$ cat config.mk
export PLATFORM = sky130hd
export DESIGN_NAME = radio_base_time_targets
export DESIGN_NICKNAME = d
export VERILOG_FILES = /design/src/core/radio_time_pkg.sv /design/src/core/radio_base_time_targets.sv
export SDC_FILE = /design/constraint.sdc
export NUM_CORES = 1
export LEC_CHECK = 0
export BUFFER_PORTS_ARGS = -buffer_cell sky130_fd_sc_hd__buf_2
export CORE_ASPECT_RATIO = 0.8
export CORE_UTILIZATION = 35
export CTS_CLUSTER_DIAMETER = 80
export CTS_CLUSTER_SIZE = 40
export DETAILED_ROUTE_END_ITERATION = 16
export RECOVER_POWER = 50
export SYNTH_ARGS = -nofsm -noshare
export SYNTH_HDL_FRONTEND = slang
export SYNTH_SLANG_ARGS = --single-unit
$ cat constraint.sdc
create_clock -name sys_clk_in -period 2.67 [get_ports sys_clk_in]
set_input_delay 0.1335 -clock sys_clk_in [delete_from_list [all_inputs] [get_ports sys_clk_in]]
set_output_delay 0.1335 -clock sys_clk_in [all_outputs]
set_load 0.1 [all_outputs]
$ cat src/core/radio_time_pkg.sv
/*
 * Package for the radio base time target block: register map, field
 * positions, reset values, bus carrier struct and sequencer states.
 * Assumes a 32-bit register port with byte addresses as printed.
 */
package radio_time_pkg;

   // ----------------------------------------------------------------
   // register map
   // ----------------------------------------------------------------
   localparam logic [31:0] PREFETCH_LEAD_TIME_ADDR  = 32'h4000_00f0;
   localparam logic [31:0] COARSE_TIMER_TARGET_ADDR = 32'h4000_00f4;
   localparam logic [31:0] SLOT_TIMER_TARGET_ADDR   = 32'h4000_00f8;
   localparam logic [31:0] TIME_CAPTURE_TRIG_ADDR   = 32'h4000_00fc;
   localparam logic [31:0] LINK_CONTROL_TWO_ADDR    = 32'h4000_0200;
   localparam logic [31:0] BASE_TIME_COUNT_ADDR     = 32'h4000_0204;

   // ----------------------------------------------------------------
   // field layout
   // ----------------------------------------------------------------
   localparam int LEAD_W          = 8;
   localparam int COARSE_W        = 16;
   localparam int BASE_W          = 27;
   localparam int RSSI_W          = 8;
   localparam int COARSE_LO       = 4;
   localparam int COARSE_HI       = 19;
   localparam int CAPTURE_BIT     = 0;
   localparam int RSSI_SEL_BIT    = 21;
   localparam int WAKE_STAT_BIT   = 20;
   localparam int TEST_LO         = 17;
   localparam int TEST_HI         = 19;

   // ----------------------------------------------------------------
   // reset values
   // ----------------------------------------------------------------
   localparam logic [LEAD_W-1:0]   LEAD_RST     = 8'h00;
   localparam logic [COARSE_W-1:0] COARSE_RST   = 16'h0000;
   localparam logic [BASE_W-1:0]   BASE_RST     = 27'h000_0000;
   localparam logic [2:0]          TEST_RST     = 3'h0;
   localparam logic [RSSI_W-1:0]   RSSI_RST     = 8'h00;
   localparam logic [31:0]         READ_ZERO    = 32'h0000_0000;

   // ----------------------------------------------------------------
   // carrier and states
   // ----------------------------------------------------------------
   typedef struct packed {
      logic [31:0] addr;
      logic [31:0] wdata;
      logic        wr;
      logic        rd;
   } reg_req_t;

   typedef enum logic [1:0] {
      ACK_IDLE,
      ACK_WAIT_EDGE,
      ACK_WAIT_PERIOD
   } ack_state_t;

endpackage : radio_time_pkg

$ cat src/core/radio_base_time_targets.sv
/*
 * Base time target compare, capture, prefetch lead time, signal
 * strength selection and low-power wakeup status for the radio link
 * controller. Assumes base time count and signal strength values come
 * from logic on sys_clk_in; the lp clock, wakeup and power-up lines
 * come from other domains and are synchronised here.
 */
// Design decision made here: the address-and-strobe port.
`timescale 1ns/100ps
module radio_base_time_targets
   import radio_time_pkg::*;
(
   // clock and reset
   input  wire logic              sys_clk_in,
   input  wire logic              rst_n_in,
   // register port
   input  wire reg_req_t          reg_req_in,
   output logic [31:0]            reg_rdata_out,
   // time base and signal strength
   input  wire logic [BASE_W-1:0] base_time_count_in,
   input  wire logic [RSSI_W-1:0] rssi_peak_in,
   input  wire logic [RSSI_W-1:0] rssi_avg_in,
   // low-power domain lines
   input  wire logic              lp_clk_in,
   input  wire logic              lp_wakeup_irq_in,
   input  wire logic              radio_powered_up_in,
   // outputs to the link engine
   output logic [LEAD_W-1:0]      prefetch_lead_us_out,
   output logic                   coarse_match_irq_out,
   output logic                   slot_match_irq_out,
   output logic [RSSI_W-1:0]      rssi_value_out,
   output logic                   lp_wakeup_status_out,
   output logic [2:0]             test_bits_out
);

   // ----------------------------------------------------------------
   // declarations
   // ----------------------------------------------------------------
   logic [COARSE_W-1:0] coarse_target;
   logic [BASE_W-1:0]   slot_target;
   logic [BASE_W-1:0]   base_time_count;
   logic                capture_trigger;
   logic                signal_strength_select;
   logic                coarse_hit;
   logic                slot_hit;
   logic                coarse_hit_q;
   logic                slot_hit_q;
   logic [2:0]          lp_clk_s;
   logic [2:0]          wake_s;
   logic [2:0]          pwr_s;
   logic                lp_rise;
   logic                wake_rise;
   logic                pwr_rise;
   logic                wake_ack;
   ack_state_t          ack_state;
   ack_state_t          next_ack_state;

   function automatic logic hit(input logic [31:0] a, input logic [31:0] b);
      return reg_req_in.wr && (a == b);
   endfunction : hit

   // ----------------------------------------------------------------
   // register writes
   // ----------------------------------------------------------------
   // lead time store
   always_ff @(posedge sys_clk_in) begin
      if (!rst_n_in) begin
         prefetch_lead_us_out <= LEAD_RST;
      end else if (hit(reg_req_in.addr, PREFETCH_LEAD_TIME_ADDR)) begin
         prefetch_lead_us_out <= reg_req_in.wdata[LEAD_W-1:0];
      end
   end

   always_ff @(posedge sys_clk_in) begin
      if (!rst_n_in) begin
         coarse_target <= COARSE_RST;
      end else if (hit(reg_req_in.addr, COARSE_TIMER_TARGET_ADDR)) begin
         coarse_target <= reg_req_in.wdata[COARSE_W-1:0];
      end
   end

   always_ff @(posedge sys_clk_in) begin
      if (!rst_n_in) begin
         slot_target <= BASE_RST;
      end else if (hit(reg_req_in.addr, SLOT_TIMER_TARGET_ADDR)) begin
         slot_target <= reg_req_in.wdata[BASE_W-1:0];
      end
   end

   always_ff @(posedge sys_clk_in) begin
      if (!rst_n_in) begin
         signal_strength_select <= 1'b0;
         test_bits_out          <= TEST_RST;
      end else if (hit(reg_req_in.addr, LINK_CONTROL_TWO_ADDR)) begin
         signal_strength_select <= reg_req_in.wdata[RSSI_SEL_BIT];
         // test bits are stored only; they steer nothing in this block
         test_bits_out          <= reg_req_in.wdata[TEST_HI:TEST_LO];
      end
   end

   // ----------------------------------------------------------------
   // capture of the base time counter
   // ----------------------------------------------------------------
   // self clear, new write wins
   always_ff @(posedge sys_clk_in) begin
      if (!rst_n_in) begin
         capture_trigger <= 1'b0;
      end else if (hit(reg_req_in.addr, TIME_CAPTURE_TRIG_ADDR)
                   && reg_req_in.wdata[CAPTURE_BIT]) begin
         capture_trigger <= 1'b1;
      end else if (capture_trigger) begin
         capture_trigger <= 1'b0;
      end
   end

   always_ff @(posedge sys_clk_in) begin
      if (!rst_n_in) begin
         base_time_count <= BASE_RST;
      end else if (capture_trigger) begin
         base_time_count <= base_time_count_in;
      end
   end

   // ----------------------------------------------------------------
   // target compare
   // ----------------------------------------------------------------
   // coarse equality
   assign coarse_hit = (coarse_target == base_time_count_in[COARSE_HI:COARSE_LO])
                       && (base_time_count_in[COARSE_LO-1:0] == 4'h0);
   assign slot_hit   = (slot_target == base_time_count_in);

   // one pulse per match, on the rising condition
   always_ff @(posedge sys_clk_in) begin
      if (!rst_n_in) begin
         coarse_hit_q         <= 1'b0;
         slot_hit_q           <= 1'b0;
         coarse_match_irq_out <= 1'b0;
         slot_match_irq_out   <= 1'b0;
      end else begin
         coarse_hit_q         <= coarse_hit;
         slot_hit_q           <= slot_hit;
         coarse_match_irq_out <= coarse_hit && !coarse_hit_q;
         slot_match_irq_out   <= slot_hit && !slot_hit_q;
      end
   end

   // ----------------------------------------------------------------
   // signal strength selection
   // ----------------------------------------------------------------
   // peak-hold or average
   always_ff @(posedge sys_clk_in) begin
      if (!rst_n_in) begin
         rssi_value_out <= RSSI_RST;
      end else begin
         rssi_value_out <= signal_strength_select ? rssi_avg_in : rssi_peak_in;
      end
   end

   // ----------------------------------------------------------------
   // low-power wakeup status and acknowledge
   // ----------------------------------------------------------------
   // stage 0 feeds only stage 1; edges are taken from stages 1 and 2
   always_ff @(posedge sys_clk_in) begin
      if (!rst_n_in) begin
         lp_clk_s <= 3'h0;
         wake_s   <= 3'h0;
         pwr_s    <= 3'h0;
      end else begin
         lp_clk_s <= {lp_clk_s[1:0], lp_clk_in};
         wake_s   <= {wake_s[1:0], lp_wakeup_irq_in};
         pwr_s    <= {pwr_s[1:0], radio_powered_up_in};
      end
   end

   assign lp_rise   = lp_clk_s[1] && !lp_clk_s[2];
   assign wake_rise = wake_s[1] && !wake_s[2];
   assign pwr_rise  = pwr_s[1] && !pwr_s[2];

   // waiting for two lp edges guarantees a whole lp period has passed
   always_comb begin
      next_ack_state = ack_state;
      wake_ack       = 1'b0;
      case (ack_state)
         ACK_IDLE: begin
            if (pwr_rise && lp_wakeup_status_out) begin
               next_ack_state = ACK_WAIT_EDGE;
            end
         end
         ACK_WAIT_EDGE: begin
            if (lp_rise) begin
               next_ack_state = ACK_WAIT_PERIOD;
            end
         end
         ACK_WAIT_PERIOD: begin
            if (lp_rise) begin
               next_ack_state = ACK_IDLE;
               wake_ack       = 1'b1;
            end
         end
         default: begin
            next_ack_state = ACK_IDLE;
         end
      endcase
   end

   always_ff @(posedge sys_clk_in) begin
      if (!rst_n_in) begin
         ack_state <= ACK_IDLE;
      end else begin
         ack_state <= next_ack_state;
      end
   end

   // auto acknowledge, a new wakeup wins over the clear
   always_ff @(posedge sys_clk_in) begin
      if (!rst_n_in) begin
         lp_wakeup_status_out <= 1'b0;
      end else if (wake_rise) begin
         lp_wakeup_status_out <= 1'b1;
      end else if (wake_ack) begin
         lp_wakeup_status_out <= 1'b0;
      end
   end

   // ----------------------------------------------------------------
   // register reads
   // ----------------------------------------------------------------
   // status bit 20 read-only
   always_ff @(posedge sys_clk_in) begin
      if (!rst_n_in) begin
         reg_rdata_out <= READ_ZERO;
      end else if (reg_req_in.rd) begin
         reg_rdata_out <= READ_ZERO;
         case (reg_req_in.addr)
            PREFETCH_LEAD_TIME_ADDR:
               reg_rdata_out[LEAD_W-1:0] <= prefetch_lead_us_out;
            COARSE_TIMER_TARGET_ADDR:
               reg_rdata_out[COARSE_W-1:0] <= coarse_target;
            SLOT_TIMER_TARGET_ADDR:
               reg_rdata_out[BASE_W-1:0] <= slot_target;
            TIME_CAPTURE_TRIG_ADDR:
               reg_rdata_out[CAPTURE_BIT] <= capture_trigger;
            LINK_CONTROL_TWO_ADDR: begin
               reg_rdata_out[RSSI_SEL_BIT]     <= signal_strength_select;
               reg_rdata_out[WAKE_STAT_BIT]    <= lp_wakeup_status_out;
               reg_rdata_out[TEST_HI:TEST_LO]  <= test_bits_out;
            end
            BASE_TIME_COUNT_ADDR:
               reg_rdata_out[BASE_W-1:0] <= base_time_count;
            default: begin
               reg_rdata_out <= READ_ZERO;
            end
         endcase
      end else begin
         reg_rdata_out <= READ_ZERO;
      end
   end
endmodule : radio_base_time_targets

### After elaboration in Yosys (flattened, before gate mapping)

Cells that the tools add are included.

* flip-flop bits (word level): 139
* bits of input ports: 114
* output and inout bits: 54

* equal/unequal tests: 13
* muxes and demuxes: 16
* reductions and logical operators: 23

Operators with widths (number)
* 32-bit by 31-bit == test with 1-bit output, second input constant: 6
* 7-bit case mux with 4 select lines: 1
* 27-bit == test: 1
* 8-bit case mux with 3 select lines: 1
* 16-bit == test: 1
* 5-bit case mux with 3 select lines: 1
* 1-bit logical AND: 13
* 5-bit case mux with 2 select lines: 1
* 8-bit 2-to-1 mux: 1
* 2-bit 2-to-1 mux: 3
* 2-bit != test, second input constant: 3
* 2-bit case mux with 3 select lines: 1
* 1-bit logical NOT: 5
* 1-bit 2-to-1 mux: 5
* 1-bit case mux with 5 select lines: 1
* 4-bit logical NOT: 1
* 3-bit AND reduction: 1
* 2-bit by 1-bit == test with 1-bit output, second input constant: 1
* 2-bit == test, second input constant: 1
* 2-bit logical NOT: 1
* 1-bit case mux with 2 select lines: 1
* 2-bit AND reduction: 1
* 2-bit nonzero test: 1

### Depth between registers and ports, before layout

Gate-level depths: netlist of the first run.

* depth in word-level cells: 6
* gate-level depth with buffers: 6
* depth with buffers taken out: 4

### Worst setup path before layout of the first run

OpenSTA, ideal clock, no wires.

* path kind: input port to flip-flop
* start: input reg_req_in[49] (netlist name)
* end: register reg_rdata_out[15]
* arrival time: 1630 ps
* required time: 2584 ps
* slack: 954 ps
* stages on the path: 6
* buffers on the path: 2
* cell sequence: or4_4 nor4_4 buf_6 buf_12 nand4_1 a221oi_2

* word-level cells in the longest chain between the ends: 2
* elaborated cells between the ends (all ways): 4
* those cells by class: eq/ne: 3; mux: 1

Ends and longest elaborated chain
* from (decl): RTL line radio_base_time_targets.sv:17 `input wire reg_req_t reg_req_in,`
* 32-bit by 31-bit == test with 1-bit output: RTL line radio_base_time_targets.sv:234 `case (reg_req_in.addr)`
* 8-bit case mux with 3 select lines *: RTL line radio_base_time_targets.sv:234
* to (signal, indexed assignment): RTL line radio_base_time_targets.sv:236 `reg_rdata_out[LEAD_W-1:0] <= prefetch_lead_us_out;`
* to (signal, indexed assignment): RTL line radio_base_time_targets.sv:238 `reg_rdata_out[COARSE_W-1:0] <= coarse_target;`
* to (signal, indexed assignment): RTL line radio_base_time_targets.sv:240 `reg_rdata_out[BASE_W-1:0] <= slot_target;`
* to (decl): RTL line radio_base_time_targets.sv:18 `output logic [31:0] reg_rdata_out,`

Mark *: on every way between the ends. The rest lies on a longest branch, timed or not.
A chain may end at the register's enable or synchronous reset.

### Worst setup path in the final report of the first run

* start: input reg_req_in[42] (netlist name)
* end: register coarse_target[11]

* word-level cells in the longest chain between the ends: 2

Ends and longest elaborated chain
* 32-bit by 31-bit == test with 1-bit output: RTL line radio_base_time_targets.sv:59 `return reg_req_in.wr && (a == b);`
* 1-bit logical AND: RTL line radio_base_time_targets.sv:59
* to (signal assigned): RTL line radio_base_time_targets.sv:78 `coarse_target <= reg_req_in.wdata[COARSE_W-1:0];`
* to (decl): RTL line radio_base_time_targets.sv:39 `logic [COARSE_W-1:0] coarse_target;`

No other way between the ends.

==> results.json, run 1 <==
{
  "drv_cap": 0,
  "tns_ns": 0,
  "worstPathMaxFanout": 27,
  "ys_warn_count": 0,
  "synthFlopType": "dfxtp_1",
  "crit_chain": "buf_2, nor4b_1, and4_1, buf_12, nand4_4, mux2i_1",
  "arrival_ns": 2.25,
  "drt_iter0_drc": 495,
  "setup_viol": 0,
  "fin_skew_ns": 0.004852,
  "yosysUniqueCellTypes": 44,
  "grt_start_max_net_pins": 133,
  "route.vias.total": 5369,
  "cts.clk_slew.worst_paths_ns": 0.06,
  "first_pass_iters": 5,
  "die_w_um": 151.4,
  "hold_violations": 0,
  "final.min_clock_period_ns": 1.910,
  "place_area_um2": 7226,
  "slowest_delay_ns": 0.74,
  "core_region_area_um2": 17380,
  "min_period_over_period_pct": 71.55,
  "max_clock_freq_ghz": 0.5234,
  "antenna_found_initial": 0,
  "cts_setup_buffers": 0,
  "initial_utilization_pct": 35.94,
  "async_flop_share_pct": 0,
  "grt_pass1_vias": 5005,
  "rows": 43,
  "post-place-ws_ns": 0.4661,
  "grt_use_total_pct": 20.98,
  "numCtsBuffers": 17,
  "area_growth_pct": 31.05,
  "boundaryPins": 168,
  "die-area_um2": 18390,
  "syn_area_um2": 6246,
  "finalInstanceArea_um2": 8185,
  "power.density_nw_per_um2": 604.7,
  "cts_tree": "built",
  "antenna_cells": 0,
  "chipHeight_um": 121.5,
  "root_buffer": "clkbuf_16",
  "nFillCells": 1689,
  "gp_congestion": 0.8581,
  "avgSynthCellArea_um2": 9.654,
  "path_buf_inv": 2,
  "ys_ff_latch": 134,
  "rsz0062_at_grt": "false",
  "layout_setup_ws_ns": 0.7596,
  "worstSetupPathType": "primary input to flip-flop",
  "regToRegSetupSlack_ns": 1.00,
  "insertion_delay_ns": 0.42,
  "yosys.area.top_type": "dfxtp_1",
  "tightest_slew_ns": 1.219,
  "worstPathRequired_ns": 3.01,
  "slew_violations": 0,
  "endpoint_kind": "flip-flop",
  "slew_headroom_pct": 19.06,
  "dp_hpwl_um": 13290,
  "portBuffers": 157,
  "synth.top_cells.by_area": "dfxtp_1 43%, mux2i_1 15%, nand2_1 5.2%",
  "grt_pass1_wl_um": 28240,
  "clock_path_buffers": 2,
  "startpoint_type": "primary input",
  "final_core_util_pct": 47.10,
  "ir_worst_vdd_uv": 410.7,
  "critPathTopFamily": "simple AND/OR/NAND/NOR gates",
  "fin_nets": 946,
  "via_per_inst": 5.018,
  "status": "completed",
  "synth_edf_count": 0,
  "grt_remaining_overflow": 0,
  "post-synth-top-area-fraction_pct": 42.95,
  "synth_cells": 647,
  "htreeDepth": 4,
  "min-delay-path-class": "primary input to flip-flop",
  "p_leak_nw": 3.073,
  "final_cell_mix": "134 x dfxtp_1, 107 x buf_2, 95 x mux2i_1, 86 x nand2_1, 51 x clkbuf_1",
  "drive_above_1_share_pct": 20.00,
  "seq_area_frac_synth_pct": 42.95,
  "wire_per_inst_um": 17.63,
  "ant_nets": 0,
  "cts.sinks": 134,
  "wl_um": 18870,
  "final_common_cell": "dfxtp_1",
  "drc": 0,
  "cp_slowest_cell": "and4_1"
}
## registers in the layout, indices dropped and copies added (netlist names), 3 cells and up
register	flops
base_time_count	27
coarse_target	16
lp_clk_s	3
prefetch_lead_us_out	8
pwr_s	3
reg_rdata_out	27
rssi_value_out	8
slot_target	27
test_bits_out	3
wake_s	3
## final timing paths
kind	start	endpoint	cells past startpoint
max	reg_req_in[42]	coarse_target[11]	6
min	base_time_count_in[20]	base_time_count[20]	3
max reg2reg	signal_strength_select	rssi_value_out[1]	3
min reg2reg	coarse_hit_q	coarse_match_irq_out	1
## Yosys cell counts, types with 2 or more instances
| cell type | n |
|---|---|
| or4_4 | 2 |
| clkbuf_1 | 30 |
| o2111ai_1 | 11 |
| a21oi_1 | 12 |
| nor4_4 | 2 |
| buf_6 | 4 |
| nor2_1 | 6 |
| a221oi_1 | 7 |
| nand2_1 | 86 |
| xor2_1 | 24 |
| nand4_4 | 2 |
| nand2b_1 | 5 |
| inv_1 | 11 |
| o2bb2ai_1 | 4 |
| nand4_1 | 42 |
| dfxtp_1 | 134 |
| nor2b_1 | 38 |
| nand3_1 | 11 |
| nor3b_1 | 14 |
| buf_1 | 3 |
| nor3_1 | 16 |
| buf_2 | 6 |
| o21ai_1 | 2 |
| mux2i_1 | 95 |
| and2_1 | 12 |
| nor4_1 | 11 |
| mux2_2 | 3 |
| and4_1 | 2 |
| a211oi_1 | 7 |
| xnor2_1 | 19 |
| nor4b_1 | 2 |
| a22o_1 | 5 |
| buf_4 | 8 |
## routing by layer
metal / part of all wire, % / GRT usage, %
met1: 51 / 30.97
met5: 0 / 0
met2: 41 / 29.74
met3: 7.4 / 5.602
met4: 0.96 / 5.063
## through the flow
step	cells	total power [mW]	hold slack, ns
3_5_place_dp	999	2.425	0.3416
3_3_place_gp	999	2.425	0.3378
5_1_grt	1070	5.130	0.01046
2_1_floorplan	651	2.270	0.2608
6_report	1070	4.949	0.006862
4_1_cts	1070	4.996	0.0008833
## repair_timing
| item | CTS | global route |
|---|---|---|
| hold buffers | 39 | 0 |
| gates resized for setup | 0 | 0 |
| hold endpoints to repair | 38 | 0 |
## worst reg2reg max path: cells and delay by family, from the launching register on
kind / cells / cell delay, ns
flip-flops: 1 / 0.70
buffers and inverters: 1 / 0.57
multiplexers: 1 / 0.25
AND/OR/NAND/NOR: 1 / 0.04
## kinds of logic after synthesis
kind of cell / share of synthesized area [%]
mux: 16.13
simple gates: 23.38
xor+xnor: 6.030
other cells: 0.06004
flops: 42.95
buf+inv: 5.128
compound gates: 6.330
## final cells by class
class	count	area [um2]	share of cell area, %
clock buffer	20	466.7	5.702
clock inverter	12	175.2	2.140
inverter	11	41.29	0.5044
multi-input combinational	454	3258	39.80
sequential	134	2683	32.77
tap	225	281.5	3.439
timing repair buffer	214	1280	15.64
## report_power, final
part | total [mW] | switching (mW) | internal, mW | leakage [nW]
combinational | 0.407 | 0.253 | 0.155 | 1.68
clock | 2.53 | 0.892 | 1.63 | 0.308
sequential | 2.02 | 0.00386 | 2.01 | 1.08
(Power assumes the default switching activity.)
==> inputs of run 2 (changes only) <==
- clock period: 2.67 -> 1.5 ns (I/O delays scaled with it)
==> run 2 against run 1 <==
Sequential power up 78%. Critical path depth is 1 higher. Final cell count up 7.1%. Via count up 11%. Combinational power grew 100%. Largest cell class unchanged.
==> results.json, run 2 (synthesis results as in run 1) <==
{
  "via_per_inst": 5.181,
  "use_met2_pct": 33.45,
  "use_met3_pct": 6.617,
  "arrival_ns": 1.78,
  "place_area_um2": 7666,
  "startpoint_type": "primary input",
  "p_clk_share_pct": 52.7,
  "insertion_delay_ns": 0.43,
  "wl_um": 20800,
  "min_period_over_period_pct": 98.66,
  "grt_start_max_net_pins": 85,
  "chipHeight_um": 121.5,
  "finalInstanceArea_um2": 9099,
  "hold_ws_ns": 0.007799,
  "worstPathMaxFanout": 6,
  "cts_tree": "built",
  "root_buffer": "clkbuf_16",
  "ff2ff_path_depth": 4,
  "cts.sinks": 134,
  "clock_path_buffers": 2,
  "endpoint_kind": "flip-flop",
  "comb_power_share_pct": 8.9,
  "drv_cap": 0,
  "area_growth_pct": 45.67,
  "ant_nets": 0,
  "drt_iter0_drc": 414,
  "antenna_cells": 0,
  "p_switching_mw": 2.099,
  "boundaryPins": 168,
  "portBuffers": 157,
  "wire_per_inst_um": 18.15,
  "final_common_cell": "buf_2",
  "grt_use_total_pct": 22.80,
  "hold_violations": 0,
  "hold_depth": 3,
  "setup_viol": 0,
  "status": "completed",
  "reg.largest.list": "base_time_count x27, reg_rdata_out x27, slot_target x27",
  "final_cell_mix": "128 x buf_2, 127 x dfxtp_1, 94 x mux2i_1, 86 x nand2_1, 63 x dlygate4sd3_1",
  "max_clock_freq_ghz": 0.6757,
  "fin_nets": 1022,
  "grt_pass1_wl_um": 30910,
  "dp_hpwl_um": 14610,
  "final_core_util_pct": 52.36,
  "final-instance-count-excl-fill": 1146,
  "tightest_slew_ns": 0.7238,
  "die-area_um2": 18390,
  "drive_above_1_share_pct": 31.81,
  "route.vias.total": 5937,
  "power.internal_mw": 7.256,
  "nFillCells": 1587,
  "p_seq_share_pct": 38.4,
  "slew_violations": 0,
  "grt_use_met1_pct": 31.67,
  "slew_headroom_pct": 51.43,
  "fin_skew_ns": 0.006701,
  "core_region_area_um2": 17380,
  "die_w_um": 151.4,
  "power.density_nw_per_um2": 1028,
  "dp_cells": 1046,
  "drc": 0,
  "first_pass_iters": 5,
  "cts.clk_slew.worst_paths_ns": 0.06,
  "worstPathRequired_ns": 1.80,
  "min-delay-path-class": "primary input to flip-flop",
  "grt.busiest_layer": "met2",
  "final.min_clock_period_ns": 1.480,
  "grt_remaining_overflow": 0,
  "p_leak_nw": 3.683,
  "htreeDepth": 4,
  "worstSetupPathType": "primary input to flip-flop",
  "rows": 43,
  "antenna_found_initial": 0,
  "grt_pass1_vias": 5535,
  "initial_utilization_pct": 35.94,
  "ir_worst_vdd_uv": 665.8,
  "switching_share_pct": 22.44,
  "numCtsBuffers": 17,
  "gp_congestion": 0.9361
}
==> run 2: cell types whose count changed in the layout (fill, tap and decap cells not counted), sizes merged <==
cell	delta
clkbuf	-23
bufinv	+3
buf	+74
clkinv	-2
dlygate4sd3	+24
==> run 2: timing repair <==
action | in CTS | in global routing
buffers inserted | 0 | 4
hold buffers | 63 | 0
hold endpoints to repair | 76 | 0
gates resized for setup | 0 | 14
endpoints found under the setup margin | 0 | 17
==> run 2: stage by stage <==
| stage | worst slack, ns | power (mW) | setup TNS (ns) |
|---|---|---|---|
| CTS | 0.02673 | 9.396 | 0 |
| global placement | -0.2992 | 4.356 | -19.68 |
| floorplan | -0.1114 | 4.045 | -5.825 |
| global route | -0.05903 | 9.649 | -0.1033 |
| detailed placement | -0.3590 | 4.357 | -22.00 |
| finish | 0.02014 | 9.355 | 0 |
==> run 2: power groups by stage <==
stage               Combinational (mW)  Sequential [mW]  Clock (mW)
floorplan                        0.285             3.76           0
global placement                 0.690             3.67           0
finish                           0.833             3.59        4.93
global route                     0.888             3.59        5.17
detailed placement               0.690             3.67           0
CTS                              0.819             3.59        4.99
==> run 2: final timing paths <==
kind / endpoint / slack (ns) / start
worst max-delay path: reg_rdata_out[14] / 0.02 / reg_req_in[53]
worst min-delay path: prefetch_lead_us_out[7] / 0.008 / reg_req_in[9]
worst max register to register: reg_rdata_out[14] / 0.05 / coarse_target[14]
worst min register to register: slot_match_irq_out / 0.39 / slot_hit_q
==> run 2: cell type report <==
class / count / area [um2] / area share (%)
Sequential cell: 134 / 2691 / 29.58
Clock inverter: 13 / 251.5 / 2.764
Inverter: 11 / 41.29 / 0.4538
Timing Repair Buffer: 290 / 2057 / 22.61
Tap cell: 225 / 281.5 / 3.094
Clock buffer: 19 / 442.9 / 4.868
Multi-Input combinational cell: 454 / 3333 / 36.63
==> run 2: layer usage <==
layer / vias to the layer above / wire [um]
li1: 2818 / -
met3: 35 / 1853
met4: 0 / 371
met1: 2786 / 9621
met5: - / 0
met2: 298 / 8955
==> run 2: critical path, cell delays in order <==
cell and delay (ns):
buf_6 0.09, or4_4 0.58, nor4_4 0.29, buf_12 0.16, buf_4 0.11, nand4_1 0.11, a221oi_1 0.36
==> inputs of run 3 (changes only) <==
- PLACE_DENSITY_LB_ADDON: default -> 0.08
- SETUP_SLACK_MARGIN: default -> 0.5
==> run 3 against run 2 <==
Final cell count increased by 1.3%. Clock power down 16%. Sequential power about the same. Critical endpoint is now prefetch_lead_us_out[6]. Largest cell class unchanged. Largest power group unchanged.
==> results.json, run 3 (synthesis results as in run 1) <==
{
  "status": "completed",
  "chipHeight_um": 121.5,
  "grt_remaining_overflow": 0,
  "drt_iter0_drc": 388,
  "drc": 0,
  "ir_worst_vdd_uv": 839.9,
  "r2r-start": "slot_target[12]",
  "drv_cap": 0,
  "p_leak_nw": 3.905,
  "final_cell_mix": "106 x buf_2, 93 x mux2i_1, 85 x nand2_1, 74 x dfxtp_1, 59 x dlygate4sd3_1",
  "numCtsBuffers": 17,
  "wl_um": 23130,
  "portBuffers": 157,
  "antenna_cells": 0,
  "route.vias.total": 5945,
  "endpoint_kind": "flip-flop",
  "crit_start": "reg_req_in[47]",
  "via_per_inst": 5.121,
  "clock_path_buffers": 2,
  "area_growth_pct": 58.87,
  "arrival_ns": 1.81,
  "nFillCells": 1514,
  "grt_use_total_pct": 25.40,
  "final.min_clock_period_ns": 1.477,
  "min-delay-path-class": "primary input to flip-flop",
  "r2r_end": "slot_match_irq_out",
  "first_pass_iters": 5,
  "grt_pass1_wl_um": 33780,
  "initial_utilization_pct": 35.94,
  "grt_start_max_net_pins": 86,
  "crit_path_end": "prefetch_lead_us_out[6]",
  "rows": 43,
  "boundaryPins": 168,
  "startpoint_type": "primary input",
  "finalPower_mw": 8.588,
  "grt_use_met1_pct": 35.69,
  "worstSetupPathType": "primary input to flip-flop",
  "wire_per_inst_um": 19.92,
  "grt.busiest_layer": "met2",
  "cts.sinks": 134,
  "die_w_um": 151.4,
  "use_met3_pct": 6.128,
  "regToRegSetupSlack_ns": 0.05,
  "ant_nets": 0,
  "slew_violations": 0,
  "drive_above_1_share_pct": 43.16,
  "cts_tree": "built",
  "power.density_nw_per_um2": 865.4,
  "hold_violations": 0,
  "use_met2_pct": 37.67,
  "cts.clk_slew.worst_paths_ns": 0.06,
  "core_region_area_um2": 17380,
  "fin_skew_ns": 0.01414,
  "insertion_delay_ns": 0.43,
  "antenna_found_initial": 0,
  "hold_start": "base_time_count_in[10]",
  "dp_hpwl_um": 14930,
  "gp_congestion": 0.8431,
  "rsz0062_at_grt": "true",
  "hold_ws_ns": 0.01855,
  "worstPathMaxFanout": 8,
  "slew_headroom_pct": 51.08,
  "tightest_slew_ns": 0.7271,
  "ff2ff_path_depth": 5,
  "worstPathRequired_ns": 1.84,
  "fin_nets": 1037,
  "htreeDepth": 4,
  "grt_pass1_vias": 5798,
  "max_clock_freq_ghz": 0.6772,
  "reg.largest.list": "base_time_count x27, reg_rdata_out x27, slot_target x27",
  "setup_viol": 0,
  "min_period_over_period_pct": 98.45,
  "final_common_cell": "buf_2",
  "root_buffer": "clkbuf_16",
  "die-area_um2": 18390
}
[run 3: changes by cell type in the layout (fill, tap and decap cells not counted), moves of 7 or more]
cell | previous run | this run
buf_4 | 58 | 45
buf_6 | 2 | 12
dfxtp_2 | 7 | 47
buf_16 | 0 | 7
clkbuf_2 | 29 | 42
dfxtp_4 | 0 | 13
buf_12 | 8 | 24
dfxtp_1 | 127 | 74
buf_2 | 128 | 106
[run 3: area by class of cell]
| class | count | area (um2) | share of cell area, % |
|---|---|---|---|
| well taps | 225 | 281.5 | 2.837 |
| multi-input cells | 454 | 3572 | 36.00 |
| inverters | 11 | 41.29 | 0.4161 |
| clock inverters | 13 | 135.1 | 1.362 |
| repair buffers | 305 | 2650 | 26.71 |
| flip-flops and latches | 134 | 2790 | 28.12 |
| clock buffers | 19 | 452.9 | 4.564 |
[run 3: timing repair]
item | in CTS | in global routing
pin swaps | 34 | 14
endpoints found under the setup margin | 163 | 167
buffers inserted | 19 | 1
cloned | 10 | 2
hold buffers | 59 | 0
endpoints found under the hold margin | 80 | 0
gates resized for setup | 312 | 29
[run 3: worst min-delay path by stage]
stage,depth (start not counted),slack (ns),to
after floorplan,1,0.20,lp_clk_s[0]
after CTS,3,0.0002,base_time_count[16]
after global routing,3,0.01,base_time_count[7]
final,3,0.02,base_time_count[10]
after global placement,2,0.28,wake_s[0]
after detailed placement,2,0.28,lp_clk_s[0]
[run 3: routing by layer]
metal | routed length, um | vias up
met5 | 0 | -
met4 | 367 | 0
met3 | 1817 | 21
met2 | 10020 | 258
met1 | 10920 | 2816
li1 | - | 2850
[run 3: power breakdown]
group	switching, mW	leakage, nW	internal, mW
logic	0.505	2.51	0.367
registers	0.00713	1.12	3.56
clock network	1.73	0.283	2.42
[run 3: per-stage QoR]
stage	TNS, ns	setup WS, ns	util, %	area, um2	instances
after floorplan	-5.843	-0.1114	-	6382	651
after global placement	-20.66	-0.3522	44.23	7686	1038
after detailed placement	-23.23	-0.3966	44.23	7686	1038
after CTS	0	0.009717	59.76	10390	1158
after global routing	-0.01469	-0.01469	57.10	9923	1161
final	0	0.02329	57.10	9923	1161
[run 3: worst max-delay path, stage by stage]
cell and delay [ns]:
buf_6 0.09, or4_4 0.57, nor4_4 0.25, buf_6 0.16, buf_12 0.12, buf_12 0.10
nand4_4 0.20, mux2i_1 0.24
